<file path="src/acr_pkg.sv">
package acr_pkg;

  // Register indices; the byte address on the bus is four times the index.
  localparam logic [3:0] IDX_INPUT_DISABLE_0 = 4'h1;
  localparam logic [3:0] IDX_INPUT_DISABLE_1 = 4'h2;
  localparam logic [3:0] IDX_CONVERTER_CTRL_B = 4'h3;
  localparam logic [3:0] IDX_RESULT_LOW = 4'h4;
  localparam logic [3:0] IDX_RESULT_HIGH = 4'h5;
  localparam logic [3:0] IDX_CONVERTER_CTRL_A = 4'h6;
  localparam logic [3:0] IDX_ALIGN_CTRL = 4'h7;

  // Reset values.
  localparam logic [7:0] RST_REG8 = 8'h00;
  localparam logic [9:0] RST_RESULT = 10'h000;

  // Control/status A bit positions.
  localparam int CA_ENABLE = 7;
  localparam int CA_START = 6;
  localparam int CA_AUTO = 5;
  localparam int CA_FLAG = 4;
  localparam int CA_IE = 3;
  localparam int CA_DIV_HI = 2;

  // Control/status B bit positions.
  localparam int CB_BIPOLAR = 7;
  localparam int CB_GAIN = 6;
  localparam int CB_REF_EXT = 4;
  localparam int CB_CH_MSB = 3;
  localparam int CB_TRIG_HI = 2;

  // Alignment control bit position.
  localparam int AL_LEFT = 0;

  // Input disable register 1 keeps only its upper nibble.
  localparam logic [7:0] DIS1_MASK = 8'hf0;
  // Writable bits of control/status B; bit 5 is reserved.
  localparam logic [7:0] CB_MASK = 8'hdf;

  // Trigger source code for free running.
  localparam logic [2:0] TRIG_FREE = 3'h0;
  // Divider codes up to and including this one divide by two.
  localparam logic [2:0] DIV_MIN_CODE = 3'h1;

  // Result saturation value in unipolar mode.
  localparam logic [9:0] RESULT_SAT = 10'h3ff;

  // AXI responses.
  localparam logic [1:0] RESP_OKAY = 2'h0;
  localparam logic [1:0] RESP_SLVERR = 2'h2;

  typedef enum logic [1:0] {
    ACR_IDLE = 2'b00,
    ACR_BUSY = 2'b01
  } acr_conv_e;

endpackage

</file>
<file path="src/acr_adc_ctrl.sv">
`timescale 1ns/1ps
// Functional notes
// - Completion flag sets when conversion finishes.
// - Interrupt needs flag, enable and global enable.
// - Vector execution clears the completion flag.
// - Writing one clears flag; zero leaves it.
// - Divider codes give two up to 128.
// - Right alignment puts bits 9:8 low.
// - Left alignment puts bits 9:2 high.
// - Low byte read locks results until high.
// - Unipolar result saturates when input not positive.
// - Bipolar gives two's complement, unipolar plain.
// - Gain boost swaps 20x/1x for 32x/8x.
// - Control B bit 5 always reads zero.
// - Reference extension bit selects internal reference.
// - Channel msb changes only while idle or as a conversion completes.
// - Auto trigger starts on selected flag edge.
// - Switching to set source counts as edge.
// - Selecting free running creates no trigger.
// - Trigger field decodes eight documented sources.
// - Disable bits gate analog pin inputs low.
// - Bit 3 gates the reference pin input.
// - Register 1 upper bits gate pins 10..7.
// - Clearing enable aborts running conversion.
module acr_adc_ctrl #(
  parameter int ADDR_W = 6,
  parameter int NPIN = 12
) (
  input wire logic aclk,
  input wire logic aresetn,
  input wire logic [ADDR_W-1:0] s_axi_awaddr,
  input wire logic [2:0] s_axi_awprot,
  input wire logic s_axi_awvalid,
  output logic s_axi_awready,
  input wire logic [31:0] s_axi_wdata,
  input wire logic [3:0] s_axi_wstrb,
  input wire logic s_axi_wvalid,
  output logic s_axi_wready,
  output logic [1:0] s_axi_bresp,
  output logic s_axi_bvalid,
  input wire logic s_axi_bready,
  input wire logic [ADDR_W-1:0] s_axi_araddr,
  input wire logic [2:0] s_axi_arprot,
  input wire logic s_axi_arvalid,
  output logic s_axi_arready,
  output logic [31:0] s_axi_rdata,
  output logic [1:0] s_axi_rresp,
  output logic s_axi_rvalid,
  input wire logic s_axi_rready,
  input wire logic global_irq_enable,
  input wire logic irq_vector_ack,
  output logic conv_done_irq,
  input wire logic [7:1] trigger_flags,
  input wire logic conv_finished,
  input wire logic [10:0] conv_raw,
  output logic conv_start,
  output logic conv_abort,
  output logic converter_enable,
  output logic conv_clk_tick,
  output logic bipolar_select,
  output logic gain_boost_select,
  output logic reference_select_ext,
  output logic channel_select_msb,
  input wire logic [NPIN-1:0] pin_in,
  output logic [NPIN-1:0] pin_in_gated,
  output logic [NPIN-1:0] pin_buffer_disable
);

  ////////////////////////////////////////////////////////////////////////////
  logic awready_ff, wready_ff, bvalid_ff, arready_ff, rvalid_ff;
  logic [1:0] bresp_ff, rresp_ff;
  logic [31:0] rdata_ff;
  logic [ADDR_W-1:0] awaddr_ff;
  logic [7:0] wdata_ff;
  logic wstrb0_ff;
  logic wr_fire, rd_fire;
  logic [3:0] wr_idx, rd_idx;
  logic [7:0] rd_byte;
  logic rd_hit;

  logic [7:0] dis0_ff, dis1_ff, ctrl_b_ff;
  logic en_ff, auto_ff, flag_ff, ie_ff, left_ff;
  logic [2:0] div_sel_ff;
  logic [9:0] result_ff;
  logic lock_ff;
  logic ch_msb_eff_ff;
  acr_pkg::acr_conv_e state_ff;
  logic busy;
  logic [6:0] presc_ff;
  logic [6:0] div_limit;
  logic trig_level, trig_prev_ff, trig_edge;
  logic sw_start, auto_start, free_start, start_req;
  logic [9:0] conv_value;
  logic irq_ff, start_ff, abort_ff, tick_ff;
  logic [NPIN-1:0] dis_vec;
  logic [NPIN-1:0] gated_ff;

  assign busy = (state_ff == acr_pkg::ACR_BUSY);

  ////////////////////////////////////////////////////////////////////////////
  // AXI4-Lite write path: address and data are taken separately, the write
  // is applied once both are held and the response is raised with it.
  assign wr_fire = !awready_ff && !wready_ff && !bvalid_ff;
  assign wr_idx = 4'(awaddr_ff[ADDR_W-1:2]);

  always_ff @(posedge aclk) begin
    if (!aresetn) begin
      awready_ff <= 1'b1;
      awaddr_ff <= '0;
    end else if (s_axi_awvalid && awready_ff) begin
      awready_ff <= 1'b0;
      awaddr_ff <= s_axi_awaddr;
    end else if (bvalid_ff && s_axi_bready) begin
      awready_ff <= 1'b1;
    end
  end

  always_ff @(posedge aclk) begin
    if (!aresetn) begin
      wready_ff <= 1'b1;
      wdata_ff <= acr_pkg::RST_REG8;
      wstrb0_ff <= 1'b0;
    end else if (s_axi_wvalid && wready_ff) begin
      wready_ff <= 1'b0;
      wdata_ff <= s_axi_wdata[7:0];
      wstrb0_ff <= s_axi_wstrb[0];
    end else if (bvalid_ff && s_axi_bready) begin
      wready_ff <= 1'b1;
    end
  end

  always_ff @(posedge aclk) begin
    if (!aresetn) begin
      bvalid_ff <= 1'b0;
      bresp_ff <= acr_pkg::RESP_OKAY;
    end else if (wr_fire) begin
      bvalid_ff <= 1'b1;
      bresp_ff <= (wr_idx >= acr_pkg::IDX_INPUT_DISABLE_0 &&
                   wr_idx <= acr_pkg::IDX_ALIGN_CTRL) ? acr_pkg::RESP_OKAY
                                                      : acr_pkg::RESP_SLVERR;
    end else if (s_axi_bready) begin
      bvalid_ff <= 1'b0;
    end
  end

  ////////////////////////////////////////////////////////////////////////////
  // AXI4-Lite read path: data is returned one cycle after the address.
  assign rd_fire = s_axi_arvalid && arready_ff;
  assign rd_idx = 4'(s_axi_araddr[ADDR_W-1:2]);

  always_comb begin
    rd_byte = 8'h00;
    rd_hit = 1'b1;
    case (rd_idx)
      acr_pkg::IDX_INPUT_DISABLE_0: rd_byte = dis0_ff;
      acr_pkg::IDX_INPUT_DISABLE_1: rd_byte = dis1_ff & acr_pkg::DIS1_MASK;
      acr_pkg::IDX_CONVERTER_CTRL_B: rd_byte = ctrl_b_ff & acr_pkg::CB_MASK;
      acr_pkg::IDX_RESULT_LOW: begin
        if (left_ff) begin
          rd_byte = {result_ff[1:0], 6'h00};
        end else begin
          rd_byte = result_ff[7:0];
        end
      end
      acr_pkg::IDX_RESULT_HIGH: begin
        if (left_ff) begin
          rd_byte = result_ff[9:2];
        end else begin
          rd_byte = {6'h00, result_ff[9:8]};
        end
      end
      acr_pkg::IDX_CONVERTER_CTRL_A: rd_byte = {en_ff, busy, auto_ff, flag_ff, ie_ff, div_sel_ff};
      acr_pkg::IDX_ALIGN_CTRL: rd_byte = {7'h00, left_ff};
      default: rd_hit = 1'b0;
    endcase
  end

  always_ff @(posedge aclk) begin
    if (!aresetn) begin
      arready_ff <= 1'b1;
      rvalid_ff <= 1'b0;
      rdata_ff <= 32'h0000_0000;
      rresp_ff <= acr_pkg::RESP_OKAY;
    end else if (rd_fire) begin
      arready_ff <= 1'b0;
      rvalid_ff <= 1'b1;
      rdata_ff <= {24'h00_0000, rd_byte};
      rresp_ff <= rd_hit ? acr_pkg::RESP_OKAY : acr_pkg::RESP_SLVERR;
    end else if (rvalid_ff && s_axi_rready) begin
      arready_ff <= 1'b1;
      rvalid_ff <= 1'b0;
    end
  end

  ////////////////////////////////////////////////////////////////////////////
  // Plain control registers.
  always_ff @(posedge aclk) begin
    if (!aresetn) begin
      dis0_ff <= acr_pkg::RST_REG8;
      dis1_ff <= acr_pkg::RST_REG8;
      ctrl_b_ff <= acr_pkg::RST_REG8;
      left_ff <= 1'b0;
      en_ff <= 1'b0;
      auto_ff <= 1'b0;
      ie_ff <= 1'b0;
      div_sel_ff <= 3'h0;
    end else if (wr_fire && wstrb0_ff) begin
      case (wr_idx)
        acr_pkg::IDX_INPUT_DISABLE_0: dis0_ff <= wdata_ff;
        acr_pkg::IDX_INPUT_DISABLE_1: dis1_ff <= wdata_ff & acr_pkg::DIS1_MASK;
        acr_pkg::IDX_CONVERTER_CTRL_B: ctrl_b_ff <= wdata_ff & acr_pkg::CB_MASK;
        acr_pkg::IDX_ALIGN_CTRL: left_ff <= wdata_ff[acr_pkg::AL_LEFT];
        acr_pkg::IDX_CONVERTER_CTRL_A: begin
          en_ff <= wdata_ff[acr_pkg::CA_ENABLE];
          auto_ff <= wdata_ff[acr_pkg::CA_AUTO];
          ie_ff <= wdata_ff[acr_pkg::CA_IE];
          div_sel_ff <= wdata_ff[acr_pkg::CA_DIV_HI -: 3];
        end
        default: ;
      endcase
    end
  end

  ////////////////////////////////////////////////////////////////////////////
  // Completion flag: a finish in the same cycle as a clear keeps it set.
  always_ff @(posedge aclk) begin
    if (!aresetn) begin
      flag_ff <= 1'b0;
    end else if (busy && conv_finished) begin
      flag_ff <= 1'b1;
    end else if (irq_vector_ack) begin
      flag_ff <= 1'b0;
    end else if (wr_fire && wstrb0_ff && wr_idx == acr_pkg::IDX_CONVERTER_CTRL_A &&
                 wdata_ff[acr_pkg::CA_FLAG]) begin
      flag_ff <= 1'b0;
    end
  end

  always_ff @(posedge aclk) begin
    if (!aresetn) begin
      irq_ff <= 1'b0;
    end else begin
      irq_ff <= flag_ff && ie_ff && global_irq_enable;
    end
  end

  ////////////////////////////////////////////////////////////////////////////
  // Converter clock prescaler; it runs only while the converter is enabled.
  always_comb begin
    if (div_sel_ff <= acr_pkg::DIV_MIN_CODE) begin
      div_limit = 7'h01;
    end else begin
      div_limit = 7'((8'h01 << div_sel_ff) - 8'h01);
    end
  end

  always_ff @(posedge aclk) begin
    if (!aresetn || !en_ff) begin
      presc_ff <= 7'h00;
      tick_ff <= 1'b0;
    end else if (presc_ff >= div_limit) begin
      presc_ff <= 7'h00;
      tick_ff <= 1'b1;
    end else begin
      presc_ff <= presc_ff + 7'h01;
      tick_ff <= 1'b0;
    end
  end

  ////////////////////////////////////////////////////////////////////////////
  // Trigger selection and edge detection. Code zero reads as a low level,
  // so switching to free running never yields an edge.
  always_comb begin
    case (ctrl_b_ff[acr_pkg::CB_TRIG_HI -: 3])
      acr_pkg::TRIG_FREE: trig_level = 1'b0;
      default: trig_level = trigger_flags[ctrl_b_ff[acr_pkg::CB_TRIG_HI -: 3]];
    endcase
  end

  always_ff @(posedge aclk) begin
    if (!aresetn) begin
      trig_prev_ff <= 1'b0;
    end else begin
      trig_prev_ff <= trig_level;
    end
  end

  // The previous level belongs to whichever source was selected, so a change
  // of source from a low flag to a high one looks like a rising edge.
  assign trig_edge = trig_level && !trig_prev_ff;
  assign auto_start = en_ff && auto_ff && trig_edge;
  assign free_start = en_ff && auto_ff && busy && conv_finished &&
                      ctrl_b_ff[acr_pkg::CB_TRIG_HI -: 3] == acr_pkg::TRIG_FREE;
  assign sw_start = wr_fire && wstrb0_ff && wr_idx == acr_pkg::IDX_CONVERTER_CTRL_A &&
                    wdata_ff[acr_pkg::CA_ENABLE] && wdata_ff[acr_pkg::CA_START];
  assign start_req = (sw_start || auto_start) && !busy;

  ////////////////////////////////////////////////////////////////////////////
  // Conversion sequencing.
  always_ff @(posedge aclk) begin
    if (!aresetn) begin
      state_ff <= acr_pkg::ACR_IDLE;
      start_ff <= 1'b0;
      abort_ff <= 1'b0;
    end else begin
      start_ff <= 1'b0;
      abort_ff <= 1'b0;
      case (state_ff)
        acr_pkg::ACR_IDLE: begin
          if (start_req) begin
            state_ff <= acr_pkg::ACR_BUSY;
            start_ff <= 1'b1;
          end
        end
        acr_pkg::ACR_BUSY: begin
          if (!en_ff) begin
            state_ff <= acr_pkg::ACR_IDLE;
            abort_ff <= 1'b1;
          end else if (conv_finished) begin
            state_ff <= free_start ? acr_pkg::ACR_BUSY : acr_pkg::ACR_IDLE;
            start_ff <= free_start;
          end
        end
        default: state_ff <= acr_pkg::ACR_IDLE;
      endcase
    end
  end

  // Channel msb reaches the mux only between conversions.
  always_ff @(posedge aclk) begin
    if (!aresetn) begin
      ch_msb_eff_ff <= 1'b0;
    end else if (!busy || conv_finished) begin
      ch_msb_eff_ff <= ctrl_b_ff[acr_pkg::CB_CH_MSB];
    end
  end

  ////////////////////////////////////////////////////////////////////////////
  // Result formatting and the read lock.
  always_comb begin
    if (ctrl_b_ff[acr_pkg::CB_BIPOLAR]) begin
      conv_value = conv_raw[10:1];
    end else if (conv_raw[10] || conv_raw == 11'h000) begin
      conv_value = acr_pkg::RESULT_SAT;
    end else begin
      conv_value = conv_raw[9:0];
    end
  end

  always_ff @(posedge aclk) begin
    if (!aresetn) begin
      result_ff <= acr_pkg::RST_RESULT;
    end else if (busy && conv_finished && !lock_ff) begin
      result_ff <= conv_value;
    end
  end

  always_ff @(posedge aclk) begin
    if (!aresetn) begin
      lock_ff <= 1'b0;
    end else if (rd_fire && rd_idx == acr_pkg::IDX_RESULT_HIGH) begin
      lock_ff <= 1'b0;
    end else if (rd_fire && rd_idx == acr_pkg::IDX_RESULT_LOW) begin
      lock_ff <= 1'b1;
    end
  end

  ////////////////////////////////////////////////////////////////////////////
  // Digital input gating per pin: index 0..10 analog pins, 11 reference pin.
  assign dis_vec = {dis0_ff[3], dis1_ff[7:4], dis0_ff[7:4], dis0_ff[2:0]};

  generate
    for (genvar i = 0; i < NPIN; i++) begin : g_pin
      logic sync1_ff, sync2_ff;
      always_ff @(posedge aclk) begin
        if (!aresetn) begin
          sync1_ff <= 1'b0;
          sync2_ff <= 1'b0;
          gated_ff[i] <= 1'b0;
        end else begin
          sync1_ff <= pin_in[i];
          sync2_ff <= sync1_ff;
          gated_ff[i] <= sync2_ff && !dis_vec[i];
        end
      end
    end
  endgenerate

  ////////////////////////////////////////////////////////////////////////////
  assign s_axi_awready = awready_ff;
  assign s_axi_wready = wready_ff;
  assign s_axi_bvalid = bvalid_ff;
  assign s_axi_bresp = bresp_ff;
  assign s_axi_arready = arready_ff;
  assign s_axi_rvalid = rvalid_ff;
  assign s_axi_rdata = rdata_ff;
  assign s_axi_rresp = rresp_ff;
  assign conv_done_irq = irq_ff;
  assign conv_start = start_ff;
  assign conv_abort = abort_ff;
  assign converter_enable = en_ff;
  assign conv_clk_tick = tick_ff;
  assign bipolar_select = ctrl_b_ff[acr_pkg::CB_BIPOLAR];
  assign gain_boost_select = ctrl_b_ff[acr_pkg::CB_GAIN];
  assign reference_select_ext = ctrl_b_ff[acr_pkg::CB_REF_EXT];
  assign channel_select_msb = ch_msb_eff_ff;
  assign pin_in_gated = gated_ff;
  assign pin_buffer_disable = dis_vec;

endmodule // acr_adc_ctrl

</file>
<file path="config.mk">
export PLATFORM = sky130hd
export DESIGN_NAME = acr_adc_ctrl
export DESIGN_NICKNAME = d
export VERILOG_FILES = /design/src/acr_pkg.sv /design/src/acr_adc_ctrl.sv
export SDC_FILE = /design/constraint.sdc
export NUM_CORES = 1
export LEC_CHECK = 0
export ABC_AREA = 1
export BUFFER_PORTS_ARGS = -buffer_cell sky130_fd_sc_hd__buf_2
export CELL_PAD_IN_SITES_DETAIL_PLACEMENT = 0
export CELL_PAD_IN_SITES_GLOBAL_PLACEMENT = 1
export CORE_AREA = 2 2 120 122
export CTS_CLUSTER_DIAMETER = 40
export DETAILED_ROUTE_END_ITERATION = 8
export DIE_AREA = 0 0 122 124
export GPL_ROUTABILITY_DRIVEN = 0
export PLACE_DENSITY = 0.94
export REMOVE_ABC_BUFFERS = 1
export SYNTH_ARGS = -nofsm -noshare
export SYNTH_HDL_FRONTEND = slang
export SYNTH_SLANG_ARGS = --single-unit
</file>
<file path="constraint.sdc">
create_clock -name aclk -period 3.5 [get_ports aclk]
set_input_delay 0 -clock aclk [delete_from_list [all_inputs] [get_ports aclk]]
set_output_delay 0 -clock aclk [all_outputs]
set_load 0.05 [all_outputs]
</file>
Word-level counts from Yosys, hierarchy flattened
Cells that the tools add are included.
{"block": "totals", "regBits": 121}
{"block": "op_classes", "n_addsub": 2, "magnitude_cmp": 5, "n_eq_ne": 15, "shift": 1, "mux": 35, "bitwise": 1, "n_reduce_logical": 80}
{"op": "8-bit case mux with 7 select lines", "n": 1}
{"op": "1-bit logical AND", "n": 38}
{"op": "4-bit by 3-bit == test with 1-bit output (second input constant)", "n": 6}
{"op": "1-bit 2-to-1 mux", "n": 21}
{"op": "1-bit logical NOT", "n": 20}
{"op": "10-bit 2-to-1 mux", "n": 2}
{"op": "4-bit by 2-bit == test with 1-bit output (second input constant)", "n": 4}
{"op": "8-bit 2-to-1 mux", "n": 2}
{"op": "2-bit AND reduction", "n": 7}
{"op": "11-bit logical NOT", "n": 1}
{"op": "2-bit 2-to-1 mux", "n": 5}
{"op": "4-bit by 1-bit == test with 1-bit output (second input constant)", "n": 2}
{"op": "2-bit nonzero test", "n": 4}
{"op": "7-bit by 1-bit adder with 7-bit output (second input constant)", "n": 1}
{"op": "7-bit >= comparator", "n": 1}
{"op": "7-bit 2-to-1 mux", "n": 1}
{"op": "7-bit OR reduction", "n": 1}
{"op": "1-bit by 3-bit left shift with 7-bit output (first input constant)", "n": 1}
{"op": "7-bit by 1-bit subtractor with 7-bit output (second input constant)", "n": 1}
{"op": "4-bit by 1-bit >= comparator with 1-bit output (second input constant)", "n": 1}
{"op": "4-bit by 3-bit <= comparator with 1-bit output (second input constant)", "n": 1}
{"op": "1-bit logical OR", "n": 4}
{"op": "3-bit by 4-bit < comparator with 1-bit output (second input constant)", "n": 1}
{"op": "2-bit case mux with 2 select lines", "n": 1}
{"op": "11 further kinds", "n": 12}

Depth between registers and ports, before layout
{"block": "depth", "ltp_word": 11, "ltp_mapped": 14}

Worst setup path after synthesis
No wires, ideal clock.
{"block": "synth_path", "path_kind": "flip-flop to flip-flop", "start": "reg div_sel_ff[1]", "end": "reg presc_ff[0]", "arrival_ps": 2103, "required_time_ps": 3430, "path_slack_ps": 1327, "path_stages_with_launch": 14, "n_path_buf": 1, "synth_period_minus_slack_ps": 2173, "cell_sequence": "dfxtp_1 clkbuf_1 nor2_1 nand2_1 ha_1 inv_1 o21ai_0 o211ai_1 ha_1 a21oi_1 nor2_1 a211oi_1 nand4_1 nor2_1"}
{"block": "synth_via", "elab_chain_len": 5, "word_cells_on_any_way": 6}
{"item": "start: declaration", "line_no": "acr_adc_ctrl.sv:83", "rtl": "logic [2:0] div_sel_ff;"}
{"item": "start signal: assignment", "line_no": "acr_adc_ctrl.sv:217", "rtl": "div_sel_ff <= wdata_ff[acr_pkg::CA_DIV_HI -: 3];"}
{"item": "1-bit by 3-bit left shift with 7-bit output", "line_no": "acr_adc_ctrl.sv:253", "rtl": "div_limit = 7'((8'h01 << div_sel_ff) - 8'h01);"}
{"item": "7-bit by 1-bit subtractor with 7-bit output", "line_no": "acr_adc_ctrl.sv:253"}
{"item": "7-bit 2-to-1 mux (*)", "line_no": "acr_adc_ctrl.sv:250", "rtl": "if (div_sel_ff <= acr_pkg::DIV_MIN_CODE) begin"}
{"item": "7-bit >= comparator (*)", "line_no": "acr_adc_ctrl.sv:261", "rtl": "end else if (presc_ff >= div_limit) begin"}
{"item": "2-bit OR reduction (no source line) (*)"}
{"item": "end signal: assignment", "line_no": "acr_adc_ctrl.sv:265", "rtl": "presc_ff <= presc_ff + 7'h01;"}
{"item": "end: declaration", "line_no": "acr_adc_ctrl.sv:89", "rtl": "logic [6:0] presc_ff;"}
Mark *: on every way between the ends. The rest lies on a longest branch, timed or not.
A chain may end at the register's enable or synchronous reset.

Worst setup path after layout
{"block": "layout_path", "start": "reg div_sel_ff[1]", "end": "reg presc_ff[6]"}
The elaborated chain is that of the path after synthesis.

==> impl_metrics.csv <==
group,metric,value,unit
worst_setup_path,worstSetupStartpoint,"div_sel_ff[1]",
routing,vias,4659,
routing,routed_via_density,4.50,
sta,fmax,408,MHz
floorplanning,die_w,122,um
synthesis,netlist_instances,696,
synthesis,yosysWarningCount,0,
final_layout,nets,947,
placement,port_buffers,104,
sta,rsz0062_at_grt,"no",
sta,period_share,70.0,%
power_and_ir_drop,peakVddDrop,374,uV
worst_setup_path,required,3830,ps
global_routing,grt_start_max_net_pins,33,
final_layout,layout_commonest_cell,"nand2_1",
routing,drt_wl_total,12.3,mm
synthesis,yosysSeqAreaShare,45.0,%
synthesis,synth-compound-area-share,12.9,%
global_routing,grt_pass1_wl,19.8,mm
sta,drv_slew,0,
global_routing,track_usage,16.8,%
sta,fin_tns_setup,0,ps
worst_setup_path,regToRegStartpoint,"div_sel_ff[1]",
clock_tree,cts.sinks,116,
final_layout,drive_above_1_share,18.2,%
sta,holdWs,29.8,ps
global_routing,grt-ovfl-total,0,
synthesis,ys_ff_latch,116,
sta,max_slew_margin,41.4,%
routing,first_pass_iters,4,
synthesis,synth_cell_types,41,
worst_hold_path,hold_class,"primary input to register",
power_and_ir_drop,leakagePower,3.21,nW
clock_tree,path_clk_slew,50,ps
final_layout,final_cell_mix,"141 x nand2_1, 116 x dfxtp_1, 104 x buf_2",
worst_setup_path,worst-path-max-fanout,8,
synthesis,yosys.area_share.xor_xnor,0.848,%
status,outcome,"completed",
synthesis,syn_area,0.00516,sq mm
final_layout,area_growth,29.8,%
clock_tree,htree_levels,4,
synthesis,synth_mux_area_share,0,%
floorplanning,rows,43,
placement,hpwl,8.76,mm
floorplanning,ios,168,
sta,skew,8.91,ps
sta,min_period,2450,ps
clock_tree,postCtsSetupBuffers,0,
worst_setup_path,endpoint_kind,"register",
clock_tree,cts_tree,"built",
synthesis,yosys.area_share.simple,25.6,%
floorplanning,die-area,0.0151,sq mm
sta,finalHoldViolations,0,
floorplanning,initial_core_util,37.6,%
synthesis,synthAdderAreaFrac,2.18,%
worst_setup_path,cp-start-kind,"register",
floorplanning,coreArea,0.0137,sq mm
clock_tree,clk_latency,410,ps
routing,postRouteAntennaNets,0,
sta,finalSetupViolations,0,
sta,worst_pin_slew,873,ps
routing,drc,0,
synthesis,synth_top_family_by_area,"simple AND/OR/NAND/NOR gates",
clock_tree,cts-buffers-inserted,17,
worst_setup_path,cp.arrival,2780,ps
synthesis,syn-mean-instance-area,7.42,sq um
final_layout,fill_cells,1369,
power_and_ir_drop,p_per_area,497,mW/mm^2
floorplanning,die_h,124,um
worst_setup_path,path_class,"register to register",
global_routing,grt_pass1_vias,4216,
routing,drt_iter0_drc,250,
final_layout,antenna_cells,0,
global_routing,antenna_found_initial,0,
clock_tree,root_buffer,"clkbuf_16",
worst_hold_path,min_from,"s_axi_awvalid",
routing,routedWlPerCell,11.9,um
run,drv_cap,0,
clock_tree,cts_buffer_depth,2,
## worst paths after layout
kind                     endpoint  slack [ps]  cells after the start
hold reg to reg   pin_in_gated[1]         410                      2
setup / recovery      presc_ff[6]        1050                     12
setup reg to reg      presc_ff[6]        1050                     12
hold / removal       awaddr_ff[2]          30                      3
## critical path, cell delays in order (launching register included)
cell and delay, ps:
dfxtp_1 380, nor2_1 190, nand2_1 70, ha_1 220, inv_1 100, o21ai_0 90
o211ai_1 100, ha_1 280, a21oi_1 150, nor2_1 60, a211oi_1 240, nand4_1 320
nor2_1 170
## final cells by class
type / count / area, sq um / area share (%)
repair buffers: 152 / 996 / 14.9
multi-input cells: 464 / 2240 / 33.5
flip-flops and latches: 116 / 2320 / 34.7
clock buffers: 25 / 485 / 7.25
well taps: 180 / 225 / 3.36
inverters: 93 / 352 / 5.25
clock inverters: 5 / 75.1 / 1.12
## cell usage after synthesis, drive strengths merged
| library cell | n | area (sq um) |
|---|---|---|
| a31oi | 2 | 12.5 |
| clkinv | 5 | 21.3 |
| inv | 88 | 330 |
| nor3 | 8 | 62.6 |
| nor4 | 1 | 6.26 |
| a21oi | 61 | 313 |
| o22ai | 5 | 31.3 |
| a221oi | 1 | 8.76 |
| o211ai | 2 | 15.0 |
| conb | 2 | 7.51 |
| o21ai | 54 | 270 |
| buf | 30 | 234 |
| ha | 9 | 113 |
| xor2 | 3 | 26.3 |
| bufbuf | 1 | 18.8 |
| dfxtp | 116 | 2320 |
| or2 | 2 | 12.5 |
| nand4 | 14 | 118 |
| nand3 | 35 | 180 |
| nand2 | 145 | 559 |
| a32oi | 1 | 8.76 |
| nor2 | 90 | 373 |
| nand3b | 1 | 7.51 |
| clkbuf | 17 | 85.1 |
| xnor2 | 2 | 17.5 |
| a211oi | 1 | 7.51 |
## metrics by stage
step | area [sq um] | std cells | utilization, % | total power [mW] | worst slack (ps)
after floorplan | 4920 | 673 | - | 1.59 | 1420
after detailed placement | 5680 | 959 | 41.4 | 1.68 | 1050
after CTS | 6700 | 1035 | 48.8 | 3.36 | 1040
final | 6700 | 1035 | 48.8 | 3.33 | 1050
after global placement | 5680 | 959 | 41.4 | 1.67 | 1160
after global routing | 6700 | 1035 | 48.8 | 3.46 | 771
## where the power goes
| part | internal (mW) | leakage [nW] | switching, mW |
|---|---|---|---|
| registers | 1.36 | 0.945 | 0.0252 |
| clock network | 1.09 | 0.277 | 0.555 |
| logic | 0.0940 | 1.99 | 0.206 |
| total | 2.54 | 3.21 | 0.787 |
## metal layers
metal | up-vias | wire length [um] | GRT usage [%]
met3 | 10 | 809 | 5.27
li1 | 2471 | - | -
met1 | 2056 | 5590 | 21.3
met5 | - | 0 | 0
met4 | 0 | 134 | 6.39
met2 | 122 | 5820 | 26.8
## registers in the layout, indices dropped and copies added (netlist names), 3 cells and up
register / cells
wdata_ff: 8
pin_in_gated: 12
s_axi_rdata: 8
g_pin.sync2_ff: 12
dis1_ff: 4
result_ff: 10
presc_ff: 7
g_pin.sync1_ff: 12
ctrl_b_ff: 7
dis0_ff: 8
div_sel_ff: 3
awaddr_ff: 4
## what timing repair did
item | 4_1_cts | 5_1_grt
hold buffers | 46 | 0
hold endpoints to repair | 43 | 0
resized for setup | 0 | 0
## cell families after synthesis
kind of cell | count (synthesis)
flip-flops | 116
other | 2
buffers and inverters | 141
AO/OA/AOI/OAI | 127
AND/OR/NAND/NOR | 296
adder cells (fa/ha/maj) | 9
XOR/XNOR | 5
(Power assumes the default switching activity.)
